<file path="config.mk">
export PLATFORM = sky130hd
export DESIGN_NAME = udt_core
export DESIGN_NICKNAME = d
export VERILOG_FILES = /design/src/logic/udt_pkg.sv /design/src/logic/udt_core.sv
export VERILOG_INCLUDE_DIRS = /design/src /design/src/logic
export SDC_FILE = /design/constraint.sdc
export NUM_CORES = 1
export LEC_CHECK = 0
export BUFFER_PORTS_ARGS = -buffer_cell sky130_fd_sc_hd__buf_2
export CORE_ASPECT_RATIO = 1.2
export CORE_MARGIN = 2
export CORE_UTILIZATION = 30
export CTS_CLUSTER_SIZE = 12
export DETAILED_ROUTE_END_ITERATION = 7
export GPL_TIMING_DRIVEN = 1
export PLACE_DENSITY = 0.48
export SYNTH_ARGS = -nofsm -noshare
export SYNTH_HDL_FRONTEND = slang
export SYNTH_SLANG_ARGS = --single-unit
</file>
<file path="constraint.sdc">
create_clock -name clk -period 4.9 [get_ports clk]
set_clock_uncertainty 0.2 [all_clocks]
set_input_delay 0.245 -clock clk [delete_from_list [all_inputs] [get_ports clk]]
set_output_delay 0.245 -clock clk [all_outputs]
set_load 0.01 [all_outputs]
</file>
<file path="src/logic/udt_cfg.svh">
// constants of the up/down timer core: offsets, field positions, resets
// assumes a 32-bit apb bus with byte addresses on an 8-bit paddr
`ifndef UDT_CFG_SVH
`define UDT_CFG_SVH
// register byte offsets
`define UDT_OFS_CTRL 8'h00
`define UDT_OFS_DIVX 8'h04
`define UDT_OFS_COUNT 8'h08
`define UDT_OFS_PERIOD 8'h0c
`define UDT_OFS_STAT 8'h10
// main control word fields
`define UDT_SRC_LSB 0
`define UDT_PSF_LSB 2
`define UDT_MODE_LSB 4
`define UDT_CLR_BIT 6
// status word fields
`define UDT_ROLL_BIT 0
`define UDT_MATCH_BIT 1
`define UDT_DIR_BIT 2
// reset values
`define UDT_RST_CTRL 6'h00
`define UDT_RST_DIVX 3'h0
`define UDT_RST_COUNT 16'h0000
`define UDT_RST_PERIOD 16'h0000
`define UDT_RST_DIV 3'h0
// count limits
`define UDT_CNT_MAX 16'hffff
`define UDT_CNT_ONE 16'h0001
`endif

</file>
<file path="src/logic/udt_pkg.sv">
// types of the up/down timer core: count modes and clock sources
// assumes udt_cfg.svh supplies the numeric constants
package udt_pkg;
  // count mode field encodings
  typedef enum logic [1:0]
  {
    UDT_STOP = 2'b00,
    UDT_UP = 2'b01,
    UDT_CONT = 2'b10,
    UDT_UPDN = 2'b11
  } udt_mode_type;
  // clock source field encodings
  typedef enum logic [1:0]
  {
    UDT_SRC_AUX = 2'b00,
    UDT_SRC_SUBSYS = 2'b01,
    UDT_SRC_PIN = 2'b10,
    UDT_SRC_ALT = 2'b11
  } udt_src_type;
endpackage : udt_pkg

</file>
<file path="src/logic/udt_core.sv">
// up/down timer core: source select, two prescalers, 16-bit counter, apb regs
// assumes clock sources arrive asynchronously and are sampled on clk
//
// Decided for this implementation: the APB slave port and the address map.
`timescale 1ns/1ps
`include "udt_cfg.svh"

module udt_core
(
  input wire logic clk,
  input wire logic rst,
  input wire logic auxClk,
  input wire logic subsysClk,
  input wire logic extClkPin,
  input wire logic altClk,
  input wire logic psel,
  input wire logic penable,
  input wire logic pwrite,
  input wire logic [7:0] paddr,
  input wire logic [31:0] pwdata,
  output logic [31:0] prdata,
  output logic pready,
  output logic pslverr,
  output logic [15:0] countValue,
  output logic [15:0] periodValue,
  output logic rolloverFlag,
  output logic periodMatchFlag,
  output logic countDown,
  output logic countTick
);

  // register state
  logic [5:0] ctrl_ff; // source, first prescale, mode
  logic [2:0] divx_ff; // second prescale field
  logic [15:0] count_ff; // count value
  logic [15:0] period_ff; // period register
  logic roll_ff; // sticky rollover flag
  logic match_ff; // sticky period match flag
  logic down_ff; // latched count direction
  logic [2:0] div1_ff; // first prescaler down counter
  logic [2:0] div2_ff; // second prescaler down counter
  logic [31:0] rdata_ff; // read data captured in setup phase
  // next values
  logic [15:0] nxt_count;
  logic nxt_down;
  logic setRoll;
  logic setMatch;

  // source synchroniser inputs and outputs
  logic [3:0] rawSrc;
  logic [3:0] srcRise;
  // bus decode
  wire accessPhase = psel & penable;
  wire setupPhase = psel & ~penable;
  wire hitCtrl = (paddr == `UDT_OFS_CTRL);
  wire hitDivx = (paddr == `UDT_OFS_DIVX);
  wire hitCount = (paddr == `UDT_OFS_COUNT);
  wire hitPeriod = (paddr == `UDT_OFS_PERIOD);
  wire hitStat = (paddr == `UDT_OFS_STAT);
  wire hitAny = hitCtrl | hitDivx | hitCount | hitPeriod | hitStat;
  wire wrEn = accessPhase & pwrite & hitAny;
  wire wrCtrl = wrEn & hitCtrl;
  wire wrDivx = wrEn & hitDivx;
  wire wrCount = wrEn & hitCount;
  wire wrPeriod = wrEn & hitPeriod;
  wire wrStat = wrEn & hitStat;
  // clear is a self-clearing command, never stored
  wire clearReq = wrCtrl & pwdata[`UDT_CLR_BIT];
  wire clrRoll = wrStat & pwdata[`UDT_ROLL_BIT];
  wire clrMatch = wrStat & pwdata[`UDT_MATCH_BIT];

  // field selection
  udt_pkg::udt_mode_type modeSel;
  assign modeSel = udt_pkg::udt_mode_type'(ctrl_ff[`UDT_MODE_LSB +: 2]);
  wire [1:0] srcSel = ctrl_ff[`UDT_SRC_LSB +: 2];
  wire [1:0] psfSel = ctrl_ff[`UDT_PSF_LSB +: 2];
  wire run = (modeSel != udt_pkg::UDT_STOP);

  // first prescaler reload: ratio minus one for 1, 2, 4, 8
  wire [2:0] load1 = (psfSel == 2'b00) ? 3'h0 :
                     (psfSel == 2'b01) ? 3'h1 :
                     (psfSel == 2'b10) ? 3'h3 : 3'h7;
  // second prescaler reload: code n divides by n plus one
  wire [2:0] load2 = divx_ff;

  assign rawSrc = {altClk, extClkPin, subsysClk, auxClk};
  // one synchroniser and edge finder per clock source
  genvar gi;
  generate
    for (gi = 0; gi < 4; gi = gi + 1)
    begin : gSync
      logic sync1_ff; // read only by sync2_ff
      logic sync2_ff;
      logic sync3_ff;
      logic stable_ff; // last agreed level
      // three stages; a level counts once stages two and three agree
      always_ff @(posedge clk)
      begin
        if (rst)
        begin
          sync1_ff <= 1'b0;
          sync2_ff <= 1'b0;
          sync3_ff <= 1'b0;
          stable_ff <= 1'b0;
        end
        else
        begin
          sync1_ff <= rawSrc[gi];
          sync2_ff <= sync1_ff;
          sync3_ff <= sync2_ff;
          if (sync2_ff == sync3_ff)
            stable_ff <= sync3_ff;
        end
      end
      // rising edge once the agreed level goes high
      assign srcRise[gi] = (sync2_ff == sync3_ff) & sync3_ff & ~stable_ff;
    end
  endgenerate

  // selected source edge, the slow rate is an enable, not a clock
  wire srcTick = srcRise[srcSel] & run;
  // a zero prescaler state fires at once, so the first edge ticks
  wire div1Tick = srcTick & (div1_ff == 3'h0);
  assign countTick = div1Tick & (div2_ff == 3'h0);

  // prescaler down counters
  always_ff @(posedge clk)
  begin
    if (rst)
    begin
      div1_ff <= `UDT_RST_DIV;
      div2_ff <= `UDT_RST_DIV;
    end
    else if (clearReq)
    begin
      div1_ff <= `UDT_RST_DIV;
      div2_ff <= `UDT_RST_DIV;
    end
    else
    begin
      if (srcTick)
        div1_ff <= (div1_ff == 3'h0) ? load1 : div1_ff - 3'h1;
      if (div1Tick)
        div2_ff <= (div2_ff == 3'h0) ? load2 : div2_ff - 3'h1;
    end
  end

  // counter step per mode; flags only come from real counting
  always_comb
  begin
    nxt_count = count_ff;
    nxt_down = down_ff;
    setRoll = 1'b0;
    setMatch = 1'b0;
    if (countTick)
    begin
      case (modeSel)
        udt_pkg::UDT_UP:
        begin
          // at or above period restart at zero, one roll flag only at period
          if (count_ff >= period_ff)
          begin
            nxt_count = 16'h0000;
            setRoll = (count_ff == period_ff);
          end
          else
          begin
            nxt_count = count_ff + `UDT_CNT_ONE;
            setMatch = (nxt_count == period_ff);
          end
        end
        udt_pkg::UDT_CONT:
        begin
          // free run, period acts as a plain match value
          nxt_count = count_ff + `UDT_CNT_ONE;
          setRoll = (count_ff == `UDT_CNT_MAX);
          setMatch = (nxt_count == period_ff);
        end
        udt_pkg::UDT_UPDN:
        begin
          if (!down_ff)
          begin
            // turning point; zero period stays parked at zero
            if (count_ff >= period_ff)
            begin
              if (count_ff != 16'h0000)
              begin
                nxt_down = 1'b1;
                nxt_count = count_ff - `UDT_CNT_ONE;
              end
            end
            else
            begin
              nxt_count = count_ff + `UDT_CNT_ONE;
              setMatch = (nxt_count == period_ff);
            end
          end
          else
          begin
            if (count_ff == `UDT_CNT_ONE)
            begin
              nxt_count = 16'h0000;
              nxt_down = 1'b0;
              setRoll = 1'b1;
            end
            else if (count_ff == 16'h0000)
              nxt_down = 1'b0;
            else
              nxt_count = count_ff - `UDT_CNT_ONE;
          end
        end
        default:
          nxt_count = count_ff; // stop holds everything
      endcase
    end
  end

  // count and direction; clear beats a software load beats counting
  always_ff @(posedge clk)
  begin
    if (rst)
    begin
      count_ff <= `UDT_RST_COUNT;
      down_ff <= 1'b0;
    end
    else if (clearReq)
    begin
      count_ff <= `UDT_RST_COUNT;
      down_ff <= 1'b0;
    end
    else
    begin
      count_ff <= wrCount ? pwdata[15:0] : nxt_count;
      down_ff <= nxt_down;
    end
  end

  // sticky flags; a set in the clearing cycle wins
  always_ff @(posedge clk)
  begin
    if (rst)
    begin
      roll_ff <= 1'b0;
      match_ff <= 1'b0;
    end
    else
    begin
      roll_ff <= setRoll | (roll_ff & ~clrRoll);
      match_ff <= setMatch | (match_ff & ~clrMatch);
    end
  end

  // configuration registers; ratios survive the clear
  always_ff @(posedge clk)
  begin
    if (rst)
    begin
      ctrl_ff <= `UDT_RST_CTRL;
      divx_ff <= `UDT_RST_DIVX;
      period_ff <= `UDT_RST_PERIOD;
    end
    else
    begin
      if (wrCtrl)
        ctrl_ff <= pwdata[5:0];
      if (wrDivx)
        divx_ff <= pwdata[2:0];
      if (wrPeriod)
        period_ff <= pwdata[15:0];
    end
  end

  // read mux, captured in setup so prdata comes from a flop
  wire [31:0] rdMux = hitCtrl ? {26'h0, ctrl_ff} :
                      hitDivx ? {29'h0, divx_ff} :
                      hitCount ? {16'h0, count_ff} :
                      hitPeriod ? {16'h0, period_ff} :
                      hitStat ? {29'h0, down_ff, match_ff, roll_ff} : 32'h0;

  // read data register
  always_ff @(posedge clk)
  begin
    if (rst)
      rdata_ff <= 32'h0;
    else if (setupPhase)
      rdata_ff <= rdMux;
  end

  // zero wait state slave; unmapped addresses answer with an error
  assign pready = 1'b1;
  assign pslverr = accessPhase & ~hitAny;
  assign prdata = rdata_ff;
  assign countValue = count_ff;
  assign periodValue = period_ff;
  assign rolloverFlag = roll_ff;
  assign periodMatchFlag = match_ff;
  assign countDown = down_ff;
endmodule : udt_core

</file>
==> flow_results.xml <==
<?xml version="1.0" encoding="UTF-8"?>
<metrics>
  <group name="worst_setup_path">
    <metric name="timing.critical_path.slowest_cell_delay" unit="ns">0.58</metric>
    <metric name="critPathRequiredTime" unit="ns">4.94</metric>
    <metric name="cp-start-kind" unit="">flip-flop</metric>
    <metric name="worst_r2r_path_depth" unit="">9</metric>
    <metric name="cp_max_fo" unit="">10</metric>
    <metric name="crit_path_top_delay_cell" unit="">sky130_fd_sc_hd__dfxtp_1</metric>
    <metric name="arrival" unit="ns">3.51</metric>
    <metric name="crit_path_cell_trace" unit="">ha_1, and4_1, nand4_1, a211o_1, and3b_1, a21o_1, o211ai_1, a211oi_1, a221o_1</metric>
    <metric name="setup.worst_path.end_class" unit="">flip-flop</metric>
    <metric name="crit_type" unit="">flip-flop to flip-flop</metric>
  </group>
  <group name="logic_synthesis">
    <metric name="synthesis.area" unit="sq um">5440</metric>
    <metric name="post-synth-top-area-cell" unit="">sky130_fd_sc_hd__dfxtp_1</metric>
    <metric name="yosys.area.top_type_share" unit="%">30.2</metric>
    <metric name="postSynthAreaPerCell" unit="sq um">7.78</metric>
    <metric name="synth_edf_count" unit="">0</metric>
    <metric name="synth-async-reset-ratio" unit="%">0</metric>
    <metric name="yosys_warnings" unit="">0</metric>
    <metric name="ys_top_cells_by_area" unit="">sky130_fd_sc_hd__dfxtp_1 (30%), sky130_fd_sc_hd__ha_1 (6.4%), sky130_fd_sc_hd__a21oi_1 (6.3%), sky130_fd_sc_hd__nand2_1 (5.2%), sky130_fd_sc_hd__mux2i_1 (4.4%)</metric>
    <metric name="synthFlopType" unit="">sky130_fd_sc_hd__dfxtp_1</metric>
    <metric name="post_synth_inst_count" unit="">699</metric>
    <metric name="ys_seq_area_share" unit="%">30.2</metric>
    <metric name="ys_ff_latch" unit="">82</metric>
    <metric name="synth.distinct_cells" unit="">65</metric>
  </group>
  <group name="pwr">
    <metric name="vdd_drop_max" unit="mV">0.160</metric>
    <metric name="power_per_cell_area" unit="nW/um^2">229</metric>
    <metric name="total_leakage_power" unit="uW">0.00268</metric>
  </group>
  <group name="cts">
    <metric name="htree_num_levels" unit="">3</metric>
    <metric name="clock_sinks" unit="">82</metric>
    <metric name="ctsLongestPathBuffers" unit="">2</metric>
    <metric name="cts.repair.resized" unit="">0</metric>
    <metric name="clk_transition_reported_paths" unit="ns">0.07</metric>
    <metric name="cts-root-buf" unit="">sky130_fd_sc_hd__clkbuf_16</metric>
    <metric name="cts_tree" unit="">yes</metric>
    <metric name="worstSkewPairLatency" unit="ns">0.35</metric>
    <metric name="numCtsBuffers" unit="">9</metric>
  </group>
  <group name="cells_and_area">
    <metric name="area_of_the_multi_input_gates" unit="sq um">3410</metric>
    <metric name="post-route-cell-area" unit="sq um">6410</metric>
    <metric name="finalNetCount" unit="">848</metric>
    <metric name="filler_cell_count" unit="">1885</metric>
    <metric name="final_util" unit="%">36.4</metric>
    <metric name="syn_to_final_growth" unit="%">17.9</metric>
    <metric name="seq_area" unit="sq um">1640</metric>
    <metric name="layout-drive-gt1-share" unit="%">16.2</metric>
  </group>
  <group name="job">
    <metric name="cap_viol_max_count" unit="">0</metric>
  </group>
  <group name="grt">
    <metric name="antenna_violations_before_repair" unit="">2</metric>
    <metric name="grt_max_degree" unit="">45</metric>
    <metric name="overflow" unit="">0</metric>
    <metric name="grt_use_total" unit="%">19.5</metric>
    <metric name="grt_first_pass_wirelength" unit="mm">28.6</metric>
    <metric name="number_of_global_route_vias_before_repair" unit="">5087</metric>
  </group>
  <group name="min_path">
    <metric name="timing.hold.worst_path_depth" unit="">3</metric>
    <metric name="min-delay-path-class" unit="">input port to flip-flop</metric>
  </group>
  <group name="timing">
    <metric name="final.setup.worst_slack" unit="ns">1.43</metric>
    <metric name="whs" unit="ns">0.0102</metric>
    <metric name="final_max_slew_viol_count" unit="">0</metric>
    <metric name="portion_of_the_clock_cycle_consumed_by_the_worst_path_in_the_final_layout" unit="%">70.8</metric>
    <metric name="setup-violations-final" unit="">0</metric>
    <metric name="timing_worst_slew_pin_value" unit="ns">1.00</metric>
    <metric name="setup_total_neg_slack" unit="ns">0</metric>
    <metric name="grt_setup_unrepaired" unit="">false</metric>
    <metric name="slew-limit-headroom" unit="%">33.2</metric>
    <metric name="maxClockFrequency" unit="MHz">288</metric>
    <metric name="fin_crit" unit="ns">3.47</metric>
    <metric name="report.final.hold_viol_count" unit="">0</metric>
  </group>
  <group name="routing">
    <metric name="via_density" unit="">5.36</metric>
    <metric name="detail_route.wl_per_cell" unit="um">19.1</metric>
    <metric name="route.vias.total" unit="">5345</metric>
    <metric name="drt_iter0_markers" unit="">296</metric>
    <metric name="remaining_drc_errors" unit="">0</metric>
    <metric name="total_wirelength" unit="mm">19.1</metric>
    <metric name="drt_pre_antenna_iters" unit="">5</metric>
    <metric name="final_antenna_net_count" unit="">0</metric>
  </group>
  <group name="place">
    <metric name="portBuffers" unit="">85</metric>
    <metric name="placed_wire_length_estimate" unit="mm">14.6</metric>
    <metric name="pre_cts_slack" unit="ns">1.44</metric>
    <metric name="post_dp_cell_area" unit="sq um">5940</metric>
    <metric name="globalplace.congestion" unit="">0.949</metric>
  </group>
  <group name="outcome">
    <metric name="status" unit="">complete, no violations</metric>
  </group>
  <group name="floorplanning">
    <metric name="initial_utilization" unit="%">30.8</metric>
    <metric name="design.core.area" unit="sq um">17600</metric>
    <metric name="boundaryPins" unit="">119</metric>
    <metric name="dieArea" unit="sq um">19200</metric>
    <metric name="placementRows" unit="">53</metric>
    <metric name="die_width" unit="um">127</metric>
    <metric name="fp.dieH" unit="um">152</metric>
  </group>
</metrics>
-- what timing repair did --
item | in CTS | in global routing
buffers inserted | 0 | 0
endpoints found under the hold margin | 21 | 0
hold buffers | 17 | 0
-- state kept, by name, indices dropped and copies added (netlist names), 4 cells and up --
register / count
gSync.sync3_ff: 4
prdata: 16
gSync.sync2_ff: 4
gSync.stable_ff: 4
ctrl_ff: 6
gSync.sync1_ff: 4
countValue: 16
periodValue: 16
-- cells in the final DEF (no fill, tap or decap), types with 18 or more instances in the layout --
master                    count
sky130_fd_sc_hd__nand2_1     76
sky130_fd_sc_hd__nor2_1      56
sky130_fd_sc_hd__mux2i_1     24
sky130_fd_sc_hd__inv_1       32
sky130_fd_sc_hd__nor2b_1     19
sky130_fd_sc_hd__dfxtp_1     82
sky130_fd_sc_hd__nand3_1     26
sky130_fd_sc_hd__nor3_1      23
sky130_fd_sc_hd__xnor2_1     18
sky130_fd_sc_hd__ha_1        28
sky130_fd_sc_hd__a21oi_1     68
sky130_fd_sc_hd__buf_2       85
-- worst max-delay path: cells and delay by family (launching register included) --
family	cells	cell delay, ns
AOI/OAI and AO/OA	5	1.58
adders and majority gates	1	0.24
DFF	1	0.58
and+or+nand+nor	3	0.75
-- logic make-up after synthesis --
family | after synthesis | share of synthesized area (%)
buffers and inverters | 97 | 8.21
adders and majority gates | 28 | 6.44
muxes | 29 | 5.45
AOI/OAI and AO/OA | 170 | 20.9
other | 2 | 0.138
xor gates and xnor gates | 33 | 5.31
DFF | 82 | 30.2
and+or+nand+nor | 258 | 23.3
-- final cells by class --
cell class                 count  area share (%)
sequential                    82            25.6
timing repair buffer         111            10.3
inverter                      32            1.87
clock buffer                  10            3.57
multi-input combinational    535            53.1
tap                          220            4.29
clock inverter                 6            1.15
antenna                        1          0.0390
-- Yosys cell counts (3+ instances only) --
library cell,number
sky130_fd_sc_hd__a2bb2oi_1,3
sky130_fd_sc_hd__inv_1,32
sky130_fd_sc_hd__nand2b_1,8
sky130_fd_sc_hd__a211oi_1,7
sky130_fd_sc_hd__a311oi_1,5
sky130_fd_sc_hd__nand2_1,76
sky130_fd_sc_hd__a221oi_1,5
sky130_fd_sc_hd__nor2b_1,19
sky130_fd_sc_hd__nor3_2,3
sky130_fd_sc_hd__xnor2_1,18
sky130_fd_sc_hd__o31ai_1,5
sky130_fd_sc_hd__dfxtp_1,82
sky130_fd_sc_hd__nor3_1,23
sky130_fd_sc_hd__ha_1,28
sky130_fd_sc_hd__nand4_1,6
sky130_fd_sc_hd__xor2_1,15
sky130_fd_sc_hd__o21ai_0,16
sky130_fd_sc_hd__o2bb2ai_1,3
sky130_fd_sc_hd__a21oi_1,68
sky130_fd_sc_hd__nand3_1,26
sky130_fd_sc_hd__nor4_1,6
sky130_fd_sc_hd__and2_1,3
sky130_fd_sc_hd__mux2i_1,24
sky130_fd_sc_hd__a21o_1,6
sky130_fd_sc_hd__or3_1,4
sky130_fd_sc_hd__o211ai_1,8
sky130_fd_sc_hd__a221o_1,9
sky130_fd_sc_hd__a22oi_1,8
sky130_fd_sc_hd__buf_2,6
sky130_fd_sc_hd__clkbuf_1,37
sky130_fd_sc_hd__buf_1,3
sky130_fd_sc_hd__nor2_1,56
sky130_fd_sc_hd__buf_4,18
sky130_fd_sc_hd__a32oi_1,3
sky130_fd_sc_hd__mux2_2,5
sky130_fd_sc_hd__and3_1,13
sky130_fd_sc_hd__o22ai_1,5
-- layer usage --
layer	part of all wire (%)	vias up	GRT usage, %
met5	0	-	0
met3	3.6	40	2.70
met1	42	2576	22.5
met4	3.9	0	9.01
met2	51	133	35.6
li1	-	2596	-
-- through the flow --
step	power, uW	std cells
2_1_floorplan	738	714
3_3_place_gp	758	963
3_5_place_dp	759	963
4_1_cts	1480	996
5_1_grt	1510	997
6_report	1470	997
-- power by group --
group / leakage [uW] / total, uW / switching [uW] / internal (uW)
logic: 0.00187 / 81.7 / 51.2 / 30.5
clock network: 0.000141 / 714 / 312 / 402
registers: 0.000662 / 673 / 1.92 / 671
total: 0.00268 / 1470 / 365 / 1100
-- path summary, 6_finish.rpt --
check / endpoint / startpoint / slack, ns
setup reg to reg: countValue[11] / countValue[15] / 1.43
hold / removal: periodValue[2] / pwdata[2] / 0.01
hold reg to reg: gSync[0].sync2_ff / gSync[0].sync1_ff / 0.24
setup / recovery: countValue[11] / countValue[15] / 1.43
Power figures use the tool's default switching activity.
